`src/flash_host_pkg.sv`:
```
// constants and types shared by the serial flash host controller
package flash_host_pkg;

  // ************************************************************
  // flash opcodes
  // ************************************************************
  localparam logic [7:0] OPC_WRITE_ENABLE_COMMAND = 8'h06;
  localparam logic [7:0] OPC_QPROG = 8'h32;
  localparam logic [7:0] OPC_SECT = 8'h20;
  localparam logic [7:0] OPC_BLK32 = 8'h52;
  localparam logic [7:0] OPC_BLK64 = 8'hd8;
  localparam logic [7:0] OPC_CHIP_A = 8'h60;
  localparam logic [7:0] OPC_CHIP_B = 8'hc7;
  localparam logic [7:0] OPC_SLEEP = 8'hb9;
  localparam logic [7:0] OPC_WAKE = 8'hab;
  localparam logic [7:0] OPC_STAT_LO = 8'h05;
  localparam logic [7:0] OPC_STAT_HI = 8'h35;

  // ************************************************************
  // flash status fields and page size
  // ************************************************************
  localparam int WIP_BIT = 0;
  localparam int QE_BIT = 1;
  localparam logic [8:0] PAGE_BYTES = 9'h100;

  // ************************************************************
  // register map, byte addresses
  // ************************************************************
  localparam logic [4:0] REG_CTRL = 5'h00;
  localparam logic [4:0] REG_ADDR = 5'h04;
  localparam logic [4:0] REG_LEN = 5'h08;
  localparam logic [4:0] REG_DATA = 5'h0c;
  localparam logic [4:0] REG_STAT = 5'h10;
  localparam int CTRL_OP_LSB = 0;
  localparam int CTRL_ALT_BIT = 3;
  localparam logic [2:0] OP_CODE_MAX = 3'h6;

  // ************************************************************
  // timing
  // ************************************************************
  localparam int CLK_PERIOD_NS = 100;
  localparam logic [2:0] SCLK_HALF_CYC = 3'h4;
  localparam logic [1:0] GAP_TICKS = 2'h2;
  localparam int SLEEP_ENTRY_NS = 3000;
  localparam int WAKE_DELAY_NS = 20000;
  localparam logic [15:0] SLEEP_ENTRY_CYC =
    16'((SLEEP_ENTRY_NS + CLK_PERIOD_NS - 1) / CLK_PERIOD_NS);
  localparam logic [15:0] WAKE_DELAY_CYC =
    16'((WAKE_DELAY_NS + CLK_PERIOD_NS - 1) / CLK_PERIOD_NS);

  // ************************************************************
  // types
  // ************************************************************
  typedef enum logic [2:0] {
    OP_PROG, OP_SECT, OP_BLK32, OP_BLK64, OP_CHIP, OP_SLEEP, OP_WAKE
  } op_t;

  typedef struct packed {
    logic [7:0] opcode;
    logic has_addr;
    logic [8:0] n_data;
    logic rd;
  } frame_t;

  typedef struct packed {
    logic cs_n;
    logic sclk;
    logic [3:0] io_o;
    logic [3:0] io_oe;
  } pins_t;

endpackage

```
`src/flash_host.sv`:
```
// host controller driving a quad serial flash for program, erase and power-down
//
// Summary of operation
// - quad page program is sent only after reading quad enable set.
// - program frame is opcode 32h, three address bytes, data on four pins.
// - a write enable frame always precedes every program or erase frame.
// - chip select rises only after the eighth bit of last data byte.
// - sector erase is opcode 20h with three address bytes.
// - sector erase frame ends right after the last address bit.
// - 32KB block erase is opcode 52h with three address bytes.
// - 64KB block erase is opcode d8h with three address bytes.
// - block erase frames end right after the last address bit.
// - chip erase is opcode 60h or c7h alone, ended after bit eight.
// - deep sleep is b9h alone; host then waits the entry delay.
//
// The register addresses and the Avalon-MM interface to the registers were chosen for this implementation.
`timescale 1ns/1ps
`default_nettype none
module flash_host
(
  // clock and reset
  input wire logic clk_sys,
  input wire logic rst_n,
  // avalon-mm slave
  input wire logic [4:0] avs_address,
  input wire logic avs_read,
  input wire logic avs_write,
  input wire logic [31:0] avs_writedata,
  output logic [31:0] avs_readdata,
  output logic avs_waitrequest,
  // flash pins
  output var flash_host_pkg::pins_t pins,
  input wire logic [3:0] io_i
);

  typedef enum logic [2:0] {SQ_IDLE, SQ_QE, SQ_WRITE_ENABLE_COMMAND, SQ_MAIN, SQ_POLL, SQ_WAIT} seq_t;
  typedef enum logic [1:0] {FR_IDLE, FR_SEL, FR_SHIFT, FR_GAP} fr_t;

  function automatic flash_host_pkg::frame_t mk(input logic [7:0] opc, input logic a,
    input logic [8:0] n, input logic r);
    flash_host_pkg::frame_t f;
    f.opcode = opc;
    f.has_addr = a;
    f.n_data = n;
    f.rd = r;
    return f;
  endfunction

  function automatic logic [9:0] frame_len(input flash_host_pkg::frame_t f);
    return 10'd1 + (f.has_addr ? 10'd3 : 10'd0) + {1'b0, f.n_data} + {9'h0, f.rd};
  endfunction

  function automatic logic [9:0] hdr_len(input flash_host_pkg::frame_t f);
    return f.has_addr ? 10'd4 : 10'd1;
  endfunction

  // ************************************************************
  // divider and pin synchroniser
  // ************************************************************
  logic [2:0] div_r, div_nxt;
  logic tick;
  logic io1_s1_r, io1_s2_r;

  always_comb
  begin
    tick = (div_r == flash_host_pkg::SCLK_HALF_CYC - 3'h1);
    div_nxt = tick ? 3'h0 : div_r + 3'h1;
  end

  always_ff @(posedge clk_sys or negedge rst_n)
  begin
    if (!rst_n)
    begin
      div_r <= 3'h0;
      io1_s1_r <= 1'b0;
      io1_s2_r <= 1'b0;
    end
    else
    begin
      div_r <= div_nxt;
      io1_s1_r <= io_i[1];
      io1_s2_r <= io1_s1_r;
    end
  end

  // ************************************************************
  // registers written by software
  // ************************************************************
  logic [7:0] mem [0:255];
  logic [23:0] addr_r, addr_nxt;
  logic [8:0] len_r, len_nxt;
  logic [8:0] wptr_r, wptr_nxt;
  logic [31:0] rdata_r, rdata_nxt;
  logic rd_ack_r, rd_ack_nxt;
  logic busy, wr_ok, cmd_go;
  seq_t seq_r, seq_nxt;
  flash_host_pkg::op_t op_r, op_nxt;
  logic alt_r, alt_nxt, asleep_r, asleep_nxt, refused_r, refused_nxt;
  logic [7:0] status_r, status_nxt;

  always_comb
  begin
    busy = (seq_r != SQ_IDLE);
    wr_ok = avs_write && !busy;
    cmd_go = wr_ok && (avs_address == flash_host_pkg::REG_CTRL);
    avs_waitrequest = (avs_read && !rd_ack_r) || (avs_write && busy);
    avs_readdata = rdata_r;
    addr_nxt = addr_r;
    len_nxt = len_r;
    wptr_nxt = wptr_r;
    rd_ack_nxt = avs_read && !rd_ack_r;
    rdata_nxt = rdata_r;
    if (wr_ok && avs_address == flash_host_pkg::REG_ADDR)
      addr_nxt = avs_writedata[23:0];
    if (wr_ok && avs_address == flash_host_pkg::REG_LEN)
    begin
      len_nxt = avs_writedata[8:0];
      wptr_nxt = 9'h0;
    end
    if (wr_ok && avs_address == flash_host_pkg::REG_DATA && wptr_r != 9'h100)
      wptr_nxt = wptr_r + 9'h1;
    if (avs_read && !rd_ack_r)
    begin
      unique case (avs_address)
        flash_host_pkg::REG_CTRL: rdata_nxt = {28'h0, alt_r, op_r};
        flash_host_pkg::REG_ADDR: rdata_nxt = {8'h0, addr_r};
        flash_host_pkg::REG_LEN: rdata_nxt = {23'h0, len_r};
        flash_host_pkg::REG_STAT: rdata_nxt = {7'h0, wptr_r, status_r, 4'h0,
          status_r[flash_host_pkg::WIP_BIT], refused_r, asleep_r, busy};
        default: rdata_nxt = 32'h0;
      endcase
    end
  end

  always_ff @(posedge clk_sys)
  begin
    if (wr_ok && avs_address == flash_host_pkg::REG_DATA && wptr_r != 9'h100)
      mem[wptr_r[7:0]] <= avs_writedata[7:0];
  end

  always_ff @(posedge clk_sys or negedge rst_n)
  begin
    if (!rst_n)
    begin
      addr_r <= 24'h0;
      len_r <= 9'h0;
      wptr_r <= 9'h0;
      rdata_r <= 32'h0;
      rd_ack_r <= 1'b0;
    end
    else
    begin
      addr_r <= addr_nxt;
      len_r <= len_nxt;
      wptr_r <= wptr_nxt;
      rdata_r <= rdata_nxt;
      rd_ack_r <= rd_ack_nxt;
    end
  end

  // ************************************************************
  // command sequencer
  // ************************************************************
  logic fr_start, fr_done;
  flash_host_pkg::frame_t fr_req;
  logic [15:0] wait_r, wait_nxt;
  logic [7:0] rx_byte_r;
  flash_host_pkg::op_t new_op;

  always_comb
  begin
    seq_nxt = seq_r;
    op_nxt = op_r;
    alt_nxt = alt_r;
    asleep_nxt = asleep_r;
    refused_nxt = refused_r;
    status_nxt = status_r;
    wait_nxt = wait_r;
    fr_start = 1'b0;
    fr_req = mk(flash_host_pkg::OPC_STAT_LO, 1'b0, 9'h0, 1'b1);
    new_op = flash_host_pkg::op_t'(avs_writedata[flash_host_pkg::CTRL_OP_LSB +: 3]);
    unique case (seq_r)
      SQ_IDLE:
        if (cmd_go)
        begin
          op_nxt = new_op;
          alt_nxt = avs_writedata[flash_host_pkg::CTRL_ALT_BIT];
          refused_nxt = 1'b0;
          if (avs_writedata[2:0] > flash_host_pkg::OP_CODE_MAX ||
              (asleep_r && new_op != flash_host_pkg::OP_WAKE))
            refused_nxt = 1'b1;
          else if (new_op == flash_host_pkg::OP_PROG &&
                   (len_r == 9'h0 || len_r > flash_host_pkg::PAGE_BYTES))
            refused_nxt = 1'b1;
          else if (new_op == flash_host_pkg::OP_PROG)
          begin
            seq_nxt = SQ_QE;
            fr_start = 1'b1;
            fr_req = mk(flash_host_pkg::OPC_STAT_HI, 1'b0, 9'h0, 1'b1);
          end
          else if (new_op == flash_host_pkg::OP_SLEEP || new_op == flash_host_pkg::OP_WAKE)
          begin
            seq_nxt = SQ_MAIN;
            fr_start = 1'b1;
            fr_req = mk(new_op == flash_host_pkg::OP_SLEEP ? flash_host_pkg::OPC_SLEEP :
              flash_host_pkg::OPC_WAKE, 1'b0, 9'h0, 1'b0);
          end
          else
          begin
            seq_nxt = SQ_WRITE_ENABLE_COMMAND;
            fr_start = 1'b1;
            fr_req = mk(flash_host_pkg::OPC_WRITE_ENABLE_COMMAND, 1'b0, 9'h0, 1'b0);
          end
        end
      SQ_QE:
        if (fr_done)
        begin
          if (rx_byte_r[flash_host_pkg::QE_BIT])
          begin
            seq_nxt = SQ_WRITE_ENABLE_COMMAND;
            fr_start = 1'b1;
            fr_req = mk(flash_host_pkg::OPC_WRITE_ENABLE_COMMAND, 1'b0, 9'h0, 1'b0);
          end
          else
          begin
            seq_nxt = SQ_IDLE;
            refused_nxt = 1'b1;
          end
        end
      SQ_WRITE_ENABLE_COMMAND:
        if (fr_done)
        begin
          seq_nxt = SQ_MAIN;
          fr_start = 1'b1;
          unique case (op_r)
            flash_host_pkg::OP_PROG: fr_req = mk(flash_host_pkg::OPC_QPROG, 1'b1, len_r, 1'b0);
            flash_host_pkg::OP_SECT: fr_req = mk(flash_host_pkg::OPC_SECT, 1'b1, 9'h0, 1'b0);
            flash_host_pkg::OP_BLK32: fr_req = mk(flash_host_pkg::OPC_BLK32, 1'b1, 9'h0, 1'b0);
            flash_host_pkg::OP_BLK64: fr_req = mk(flash_host_pkg::OPC_BLK64, 1'b1, 9'h0, 1'b0);
            default: fr_req = mk(alt_r ? flash_host_pkg::OPC_CHIP_B : flash_host_pkg::OPC_CHIP_A,
              1'b0, 9'h0, 1'b0);
          endcase
        end
      SQ_MAIN:
        if (fr_done)
        begin
          if (op_r == flash_host_pkg::OP_SLEEP)
          begin
            seq_nxt = SQ_WAIT;
            asleep_nxt = 1'b1;
            wait_nxt = flash_host_pkg::SLEEP_ENTRY_CYC - 16'h1;
          end
          else if (op_r == flash_host_pkg::OP_WAKE)
          begin
            seq_nxt = SQ_WAIT;
            asleep_nxt = 1'b0;
            wait_nxt = flash_host_pkg::WAKE_DELAY_CYC - 16'h1;
          end
          else
          begin
            seq_nxt = SQ_POLL;
            fr_start = 1'b1;
          end
        end
      SQ_POLL:
        if (fr_done)
        begin
          status_nxt = rx_byte_r;
          if (rx_byte_r[flash_host_pkg::WIP_BIT])
            fr_start = 1'b1;
          else
            seq_nxt = SQ_IDLE;
        end
      SQ_WAIT:
        if (wait_r == 16'h0)
          seq_nxt = SQ_IDLE;
        else
          wait_nxt = wait_r - 16'h1;
    endcase
  end

  always_ff @(posedge clk_sys or negedge rst_n)
  begin
    if (!rst_n)
    begin
      seq_r <= SQ_IDLE;
      op_r <= flash_host_pkg::OP_PROG;
      alt_r <= 1'b0;
      asleep_r <= 1'b0;
      refused_r <= 1'b0;
      status_r <= 8'h0;
      wait_r <= 16'h0;
    end
    else
    begin
      seq_r <= seq_nxt;
      op_r <= op_nxt;
      alt_r <= alt_nxt;
      asleep_r <= asleep_nxt;
      refused_r <= refused_nxt;
      status_r <= status_nxt;
      wait_r <= wait_nxt;
    end
  end

  // ************************************************************
  // frame engine, clock mode 0
  // ************************************************************
  fr_t fr_r, fr_nxt;
  flash_host_pkg::frame_t desc_r, desc_nxt;
  logic [9:0] idx_r, idx_nxt, next_idx, tot;
  logic [2:0] step_r, step_nxt;
  logic [7:0] sh_r, sh_nxt, rx_sh_r, rx_sh_nxt, rx_byte_nxt, next_byte;
  logic quad_r, quad_nxt, next_quad;
  logic [1:0] gap_r, gap_nxt;
  flash_host_pkg::pins_t pins_nxt;

  // frame end, kept apart so a chained start can be taken in the same cycle
  always_comb
    fr_done = (fr_r == FR_GAP) && tick && (gap_r == flash_host_pkg::GAP_TICKS);

  always_comb
  begin
    fr_nxt = fr_r;
    desc_nxt = desc_r;
    idx_nxt = idx_r;
    step_nxt = step_r;
    sh_nxt = sh_r;
    rx_sh_nxt = rx_sh_r;
    rx_byte_nxt = rx_byte_r;
    quad_nxt = quad_r;
    gap_nxt = gap_r;
    pins_nxt = pins;
    tot = frame_len(desc_r);
    next_idx = idx_r + 10'd1;
    next_quad = (next_idx >= hdr_len(desc_r)) &&
      (next_idx < hdr_len(desc_r) + {1'b0, desc_r.n_data});
    if (desc_r.has_addr && next_idx == 10'd1)
      next_byte = addr_r[23:16];
    else if (desc_r.has_addr && next_idx == 10'd2)
      next_byte = addr_r[15:8];
    else if (desc_r.has_addr && next_idx == 10'd3)
      next_byte = addr_r[7:0];
    else if (next_quad)
      next_byte = mem[8'(next_idx - hdr_len(desc_r))];
    else
      next_byte = 8'h00;
    unique case (fr_r)
      FR_IDLE:
        if (fr_start)
        begin
          desc_nxt = fr_req;
          fr_nxt = FR_SEL;
        end
      FR_SEL:
        if (tick)
        begin
          pins_nxt.cs_n = 1'b0;
          idx_nxt = 10'd0;
          step_nxt = 3'h0;
          sh_nxt = desc_r.opcode;
          quad_nxt = 1'b0;
          fr_nxt = FR_SHIFT;
        end
      FR_SHIFT:
        if (tick && !pins.sclk)
        begin
          pins_nxt.sclk = 1'b1;
          rx_sh_nxt = {rx_sh_r[6:0], io1_s2_r};
        end
        else if (tick)
        begin
          pins_nxt.sclk = 1'b0;
          if (step_r == (quad_r ? 3'h1 : 3'h7))
          begin
            // end right after the last bit
            if (idx_r == tot - 10'd1)
            begin
              fr_nxt = FR_GAP;
              gap_nxt = 2'h0;
              quad_nxt = 1'b0;
              if (desc_r.rd)
                rx_byte_nxt = rx_sh_r;
            end
            else
            begin
              idx_nxt = next_idx;
              step_nxt = 3'h0;
              sh_nxt = next_byte;
              quad_nxt = next_quad;
            end
          end
          else
          begin
            step_nxt = step_r + 3'h1;
            sh_nxt = quad_r ? {sh_r[3:0], 4'h0} : {sh_r[6:0], 1'b0};
          end
        end
      FR_GAP:
        if (tick)
        begin
          pins_nxt.cs_n = 1'b1;
          gap_nxt = gap_r + 2'h1;
          if (fr_done)
          begin
            // next frame of a command follows without passing through idle
            fr_nxt = fr_start ? FR_SEL : FR_IDLE;
            if (fr_start)
              desc_nxt = fr_req;
          end
        end
    endcase
    // data nibbles on all four pins in the quad phase, else one bit on io0 with io2 and io3 driven high
    pins_nxt.io_o = quad_nxt ? sh_nxt[7:4] : {3'b110, sh_nxt[7]};
    pins_nxt.io_oe = quad_nxt ? 4'hf : 4'hd;
  end

  always_ff @(posedge clk_sys or negedge rst_n)
  begin
    if (!rst_n)
    begin
      fr_r <= FR_IDLE;
      desc_r <= '0;
      idx_r <= 10'd0;
      step_r <= 3'h0;
      sh_r <= 8'h0;
      rx_sh_r <= 8'h0;
      rx_byte_r <= 8'h0;
      quad_r <= 1'b0;
      gap_r <= 2'h0;
      pins <= '{cs_n: 1'b1, sclk: 1'b0, io_o: 4'hc, io_oe: 4'hd};
    end
    else
    begin
      fr_r <= fr_nxt;
      desc_r <= desc_nxt;
      idx_r <= idx_nxt;
      step_r <= step_nxt;
      sh_r <= sh_nxt;
      rx_sh_r <= rx_sh_nxt;
      rx_byte_r <= rx_byte_nxt;
      quad_r <= quad_nxt;
      gap_r <= gap_nxt;
      pins <= pins_nxt;
    end
  end
endmodule
`default_nettype wire

```
`config.mk`:
```
export PLATFORM = sky130hd
export DESIGN_NAME = flash_host
export DESIGN_NICKNAME = d
export VERILOG_FILES = /design/src/flash_host_pkg.sv /design/src/flash_host.sv
export SDC_FILE = /design/constraint.sdc
export NUM_CORES = 2
export LEC_CHECK = 0
export ABC_AREA = 1
export BUFFER_PORTS_ARGS = -buffer_cell sky130_fd_sc_hd__buf_2
export CAP_MARGIN = 20
export CELL_PAD_IN_SITES_DETAIL_PLACEMENT = 1
export CELL_PAD_IN_SITES_GLOBAL_PLACEMENT = 1
export CORE_AREA = 2 2 486 488
export CTS_CLUSTER_DIAMETER = 120
export CTS_CLUSTER_SIZE = 28
export DETAILED_ROUTE_END_ITERATION = 16
export DIE_AREA = 0 0 488 490
export GPL_ROUTABILITY_DRIVEN = 0
export GPL_TIMING_DRIVEN = 0
export PLACE_DENSITY = 0.67
export SYNTH_ARGS = -nofsm -noshare
export SYNTH_HDL_FRONTEND = slang
export SYNTH_SLANG_ARGS = --single-unit
```
`constraint.sdc`:
```
create_clock -name clk_sys -period 5.4 [get_ports clk_sys]
set_input_delay 0.27 -clock clk_sys [delete_from_list [all_inputs] [get_ports clk_sys]]
set_output_delay 0.27 -clock clk_sys [all_outputs]
set_load 0.05 [all_outputs]
```
; ---- Yosys cells after proc, flatten, opt, wreduce, memory -nomap -nowiden
; Memories as Yosys holds them, arrays and structs flattened.
; Cells that the tools add are included.
[op_classes]
n_lt_le_gt_ge = 4
n_addsub = 12
n_reduce_logical = 56
bitwise_logic = 1
n_eq_ne = 50
mux = 116
[ops]
columns = operator, n
row1 = 2-to-1 mux 19 bit, 9
row2 = one-hot mux 25 bit (4 select lines), 1
row3 = 2-to-1 mux 8 bit, 11
row4 = one-hot mux 19 bit (4 select lines), 1
row5 = 2-to-1 mux 16 bit, 4
row6 = one-hot mux 19 bit (3 select lines), 1
row7 = 2-to-1 mux 3 bit, 17
row8 = 2-to-1 mux 10 bit, 5
row9 = "!= test 2 bit, second input constant", 20
row10 = one-hot mux 19 bit (2 select lines), 1
row11 = 2-to-1 mux 2 bit, 17
row12 = 2-to-1 mux 1 bit, 32
row13 = one-hot mux 16 bit (2 select lines), 1
row14 = 2-to-1 mux 13 bit, 2
row15 = "== test 10 x 2 -> 1 bit, second input constant", 2
row16 = one-hot mux 10 bit (2 select lines), 1
row17 = "== test 3 bit, second input constant", 6
row18 = 2-to-1 mux 9 bit, 2
row19 = one-hot mux 3 bit (6 select lines), 1
row20 = AND reduction 6 bit, 3
row21 = nonzero test 2 bit, 9
row22 = logical AND 1 bit, 17
row23 = logical NOT 16 bit, 1
row24 = one-hot mux 8 bit (2 select lines), 1
row25 = other kinds (48), 74
[word_totals]
in_bits = 45
output_inout_bits = 43
mem_bits_rw = 2048
n_memories = 1
elab_cells = 272
reg_bits = 183
[memory_table]
columns = memory, words, word_bits, read_ports, rd_ports_with_merged_regs, wr, line_no
row1 = mem, 256, 8, 1, 0, 1, flash_host.sv:89  ; logic [7:0] mem [0:255];

; ---- Depth between registers and ports, before layout
[depth]
depth_word = 14
ltp_mapped = 26
ltp_nobuf = 25

; ---- Worst setup path before layout
; Ideal clock, no wire load.
[synth_path]
path_kind = register to register
from = register idx_r[0]
to = register sh_r[1]
setup_slack_ps = 2346
arrival_time_ps = 2937
path_stages_with_launch = 26
setup_time_ps = 117
t_required_ps = 5283
n_path_buf = 3
synth_period_minus_slack_ps = 3054
path_cell_list = dfrtp_1 inv_1 ha_1 inv_2 ha_1 buf_2 inv_2 buf_2 clkbuf_1 nand3_1 nand3_1 nand2_1 o21ai_0 nand2_1 o21ai_1 nand2_1 nand2_1 nand3_1 nand3_1 nand2_1 nand2_1 nand2_1 nand2_1 nand2_1 nand2_1 nand2_1
[synth_via]
elab_chain_len = 12
word_cells_on_any_way = 24
cone_classes = 2 x add/sub / 2 x order compare / 5 x eq/ne / 9 x mux / 5 x reduce/logical / 1 x memory
[synth_lines]
columns = element, line_no
row1 = "start, declared", flash_host.sv:311  ; logic [9:0] idx_r, idx_nxt, next_idx, tot;
row2 = "start signal, assigned", flash_host.sv:437  ; idx_r <= idx_nxt;
row3 = adder 10 x 1 -> 10 bit, flash_host.sv:335  ; next_idx = idx_r + 10'd1;
row4 = subtractor 8 x 3 -> 8 bit (tied with other cells), flash_host.sv:345  ; next_byte = mem[8'(next_idx - hdr_len(desc_r))];
row5 = memory (256 x 8 bit) or logical AND 1 bit (tied branches), n/a
row6 = 2-to-1 mux 8 bit, flash_host.sv:344  ; else if (next_quad)
row7 = 2-to-1 mux 8 bit, flash_host.sv:342  ; else if (desc_r.has_addr && next_idx == 10'd3)
row8 = 2-to-1 mux 8 bit, flash_host.sv:340  ; else if (desc_r.has_addr && next_idx == 10'd2)
row9 = 2-to-1 mux 8 bit, flash_host.sv:338  ; if (desc_r.has_addr && next_idx == 10'd1)
row10 = 2-to-1 mux 8 bit, flash_host.sv:377  ; if (idx_r == tot - 10'd1)
row11 = 2-to-1 mux 8 bit, flash_host.sv:374  ; if (step_r == (quad_r ? 3'h1 : 3'h7))
row12 = 2-to-1 mux 8 bit, flash_host.sv:371  ; else if (tick)
row13 = 2-to-1 mux 8 bit, flash_host.sv:366  ; if (tick && !pins.sclk)
row14 = one-hot mux 8 bit (2 select lines), flash_host.sv:348  ; unique case (fr_r)
row15 = "end signal, assigned", flash_host.sv:439  ; sh_r <= sh_nxt;
row16 = "end, declared", flash_host.sv:313  ; logic [7:0] sh_r, sh_nxt, rx_sh_r, rx_sh_nxt, rx_byte_nxt, next_byte;
; Several ways; a longest one is shown, not always the timed one. The select of a mux whose other input is x is not followed.
; A chain may end at the register's enable or synchronous reset.

; ---- Worst setup path after layout
[layout_path]
from = register seq_r[1]
to = memory mem[202][3], enable pin
[layout_via]
elab_chain_len = 7
[layout_lines]
columns = element, line_no
row1 = "start, declared", flash_host.sv:96  ; seq_t seq_r, seq_nxt;
row2 = "start signal, assigned", flash_host.sv:296  ; seq_r <= seq_nxt;
row3 = nonzero test 3 bit, flash_host.sv:103  ; busy = (seq_r != SQ_IDLE);
row4 = logical NOT 1 bit, flash_host.sv:104  ; wr_ok = avs_write && !busy;
row5 = logical AND 1 bit, flash_host.sv:104
row6 = logical AND 1 bit (2 in a row), flash_host.sv:137  ; if (wr_ok && avs_address == flash_host_pkg::REG_DATA && wptr_r != 9'h100)
row7 = 2-to-1 mux 1 bit, flash_host.sv:137
row8 = 2-to-1 mux 1 bit (not written as such), flash_host.sv:138  ; mem[wptr_r[7:0]] <= avs_writedata[7:0];
row9 = "end, declared", flash_host.sv:89
; No other way between the ends.

==> flow_metrics.py <==
metrics = {
    "run_status": {
        "status": "finished, violations left",
        "violations": "setup timing",
    },
    "routing": {
        "drt_iter0_drc": 12241,
        "remaining_drc_errors": 0,
        "ant_nets": 0,
        "first_pass_iters": 10,
        "via_count": 74894,
        "wl_mm": 443.0,
        "wl_per_cell_um": 36.66,
        "viasPerCell": 6.198,
    },
    "worst_setup_path": {
        "crit_chain": "nor2_1, inv_2, nor2_4, inv_2, nor2_2, inv_2, nor4_1, nand2_1, nor2_1, nand2_1, clkbuf_2, nor2_2, buf_8",
        "critical_path.endpoint_type": "register",
        "crit_type": "register to register",
        "path_max_fanout": 10,
        "crit_path_frequent_cell": "inv_2",
        "cp_top_family": "simple AND/OR/NAND/NOR gates",
        "r2r-start": "seq_r[1]",
        "r2r_slack_ns": -0.11,
        "required_ns": 5.92,
        "arrival_ns": 6.03,
        "startpoint_type": "register",
        "slowest_stage": "nor2_2",
        "r2r_cells": 13,
        "cpPeakStageDelay_ns": 0.93,
        "critPathBufInv": 5,
        "r2r-end": "mem[202][3]",
    },
    "worst_hold_path": {
        "min_path_type": "input port to async pin",
    },
    "finish": {
        "final_area_sq_um": 104400,
        "final_nets": 8958,
        "area_growth_pct": 12.07,
        "drive_gt1_frac": 0.09987,
        "stdcell_count": 12084,
    },
    "yosys": {
        "synthCells": 8448,
        "yosys_register_bits": 2221,
        "syn_area_sq_um": 93120,
        "synth.area.top_cells": "edfxtp_1 66%, nand2_1 12%, nand3_1 9.7%",
        "ys_async_sr_fraction": 0.07789,
        "synth-edff-count": 2048,
        "synth_top_area_share": 0.6604,
        "syn_avg_cell_area_sq_um": 11.02,
        "ys.flop_type": "edfxtp_1",
        "yosys_warnings": 0,
        "synth_seq_area_share": 0.7070,
        "yosys-top-cells-count": "2891 x nand2_1, 2048 x edfxtp_1, 1802 x nand3_1",
        "synth_cell_type_count": 57,
        "synth_top_area_cell": "edfxtp_1",
        "synth_most_common_cell": "nand2_1",
    },
    "cts": {
        "cts_max_path_buffers": 3,
        "cts.htree.levels": 3,
        "postCtsSetupBuffers": 0,
        "clk_latency_ns": 0.85,
        "path_clk_slew_ns": 0.11,
        "clock_tree.root_cell": "clkbuf_16",
        "numCtsBuffers": 90,
        "cts_tree": "yes",
        "clock_sinks": 2221,
    },
    "global_route": {
        "grt_max_degree": 152,
        "grt_pass1_vias": 71586,
        "grt_overflow": 0,
        "grt_pass1_wl_mm": 590.3,
        "antenna_found_initial": 36,
        "grtUsageMet3": 0.1287,
        "grtUsageMet2": 0.5133,
        "top_usage_layer": "met2",
        "grtUsageTotal": 0.3616,
        "met1_usage": 0.4658,
    },
    "timing": {
        "finalCriticalPeriod_ns": 5.508,
        "max_slew_margin": 0.09764,
        "skew_ns": 0.05283,
        "finalSetupTns_ns": -0.9221,
        "min_period_over_period": 1.020,
        "timing.final.hold_violations": 0,
        "hold_slack_ns": 0.03189,
        "slew_violations": 0,
        "setup_viol": 26,
        "rsz0062_at_grt": "true",
        "tightest_slew_ns": 1.354,
        "fmax_mhz": 181.5,
        "fin_ws_ns": -0.1082,
    },
    "power": {
        "combPwrFrac": 0.040,
        "power_switching_mw": 6.657,
        "p_sw_frac": 0.2297,
        "pwr_density_cell_nw_per_um2": 277.7,
        "worst_ir_drop_vdd_mv": 0.2449,
        "pwr-share-clk": 0.305,
        "p_seq_frac": 0.655,
        "p_int_mw": 22.32,
        "leakagePower_nw": 38.17,
    },
    "place": {
        "pre_cts_ws_ns": -0.6887,
        "dp.cells": 11884,
        "hpwlAfterDp_mm": 323.8,
        "place_area_sq_um": 100900,
        "port_buffers": 66,
    },
    "floorplan": {
        "io_pins": 88,
        "fp.dieW_um": 488,
        "die-height_um": 490,
        "floorplan.initialDensity": 0.3978,
        "rows": 178,
        "core_sq_um": 234100,
        "dieArea_sq_um": 239100,
    },
    "run": {
        "max_cap_viol_count": 0,
    },
}
registers in the layout, summed over array words and instances (netlist names), 7 cells and up:
register	cells
addr_r	24
avs_readdata	25
desc_r	19
idx_r	10
len_r	9
mem	2048
pins	7
rx_byte_r	8
rx_sh_r	8
sh_r	8
status_r	8
wait_r	16
wptr_r	9
layout by cell type (no fill, tap or decap), types with 6 or more instances in the layout:
cell / synthesis / routed
a21oi_1: 103 / 103
o21ai_1: 13 / 13
buf_6: 2 / 73
diode_2: 0 / 22
clkbuf_1: 237 / 185
buf_4: 24 / 54
nor2_2: 5 / 102
dfrtp_1: 170 / 169
nand2_1: 2891 / 2890
nor2_4: 8 / 9
inv_1: 195 / 194
clkbuf_4: 0 / 13
ha_1: 32 / 32
buf_16: 0 / 31
nor4_1: 10 / 10
nor3_1: 11 / 11
edfxtp_1: 2048 / 2048
o22ai_1: 28 / 28
nor2_1: 378 / 280
o21ai_0: 116 / 116
buf_1: 66 / 27
nand3_1: 1802 / 1797
inv_2: 15 / 14
clkbuf_2: 0 / 84
nand3_2: 1 / 6
clkbuf_16: 0 / 93
conb_1: 2 / 10
xor2_1: 19 / 19
dlygate4sd3_1: 0 / 32
nand4_1: 10 / 10
nand2_2: 8 / 9
buf_2: 185 / 250
buf_8: 0 / 115
worst max path at each step:
stage	from	end	slack, ns	cells after the start
2_1_floorplan	idx_r[0]	sh_r[1]	2.35	25
3_3_place_gp	avs_writedata[2]	desc_r[7]	-1.27	9
3_5_place_dp	idx_r[0]	pins[6]	-0.69	24
4_1_cts	idx_r[0]	pins[6]	0.04	24
5_1_grt	seq_r[1]	mem[221][0]	-0.03	13
6_report	seq_r[1]	mem[202][3]	-0.11	13
power by group through the flow:
stage	Combinational (mW)	Clock, mW	Sequential, mW
2_1_floorplan	0.425	0	19.4
3_3_place_gp	0.987	0	19.4
3_5_place_dp	1.09	0	19.4
4_1_cts	1.11	8.71	19.0
5_1_grt	1.22	9.18	19.0
6_report	1.15	8.84	19.0
per-stage QoR:
| stage | utilization | power, mW |
|---|---|---|
| 6_report | 0.4458 | 28.98 |
| 5_1_grt | 0.4456 | 29.41 |
| 4_1_cts | 0.4439 | 28.81 |
| 3_5_place_dp | 0.4311 | 20.46 |
| 3_3_place_gp | 0.4162 | 20.43 |
| 2_1_floorplan | - | 19.79 |
per-layer routing:
metal / routed length, um / up-vias
met5: 256 / -
met2: 182400 / 5577
li1: - / 30006
met1: 160500 / 37765
met3: 62810 / 1518
met4: 37070 / 28
worst reg2reg max path, delay by kind of cell, from the launching register on:
family	cells	cell delay (ns)
flip-flops	1	0.45
buffers and inverters	5	1.36
AND/OR/NAND/NOR	8	3.39
kinds of logic after synthesis:
logic type      Yosys count  synth area share
buf+inv                 727           0.03292
fa+ha+maj                34          0.004730
simple gates           5134            0.2339
other cells               2        0.00008065
flops                  2221            0.7070
compound gates          294           0.01737
mux                       8         0.0009271
xor+xnor                 28          0.003077
area by class of cell:
| type | count | area (sq um) |
|---|---|---|
| fillers | 25426 | 129700 |
| flip-flops and latches | 2221 | 65830 |
| multi-input cells | 5508 | 24540 |
| repair buffers | 331 | 4170 |
| well taps | 3150 | 3941 |
| plain buffers | 514 | 2501 |
| clock buffers | 120 | 2439 |
| inverters | 213 | 803.3 |
| clock inverters | 5 | 75.07 |
| diodes | 22 | 55.05 |
what timing repair did:
action                                  in CTS  in global routing
endpoints found under the setup margin      12                108
resized for setup                           74                154
hold buffers                                32                  1
endpoints found under the hold margin      420                  9
Power figures use the tool's default switching activity.
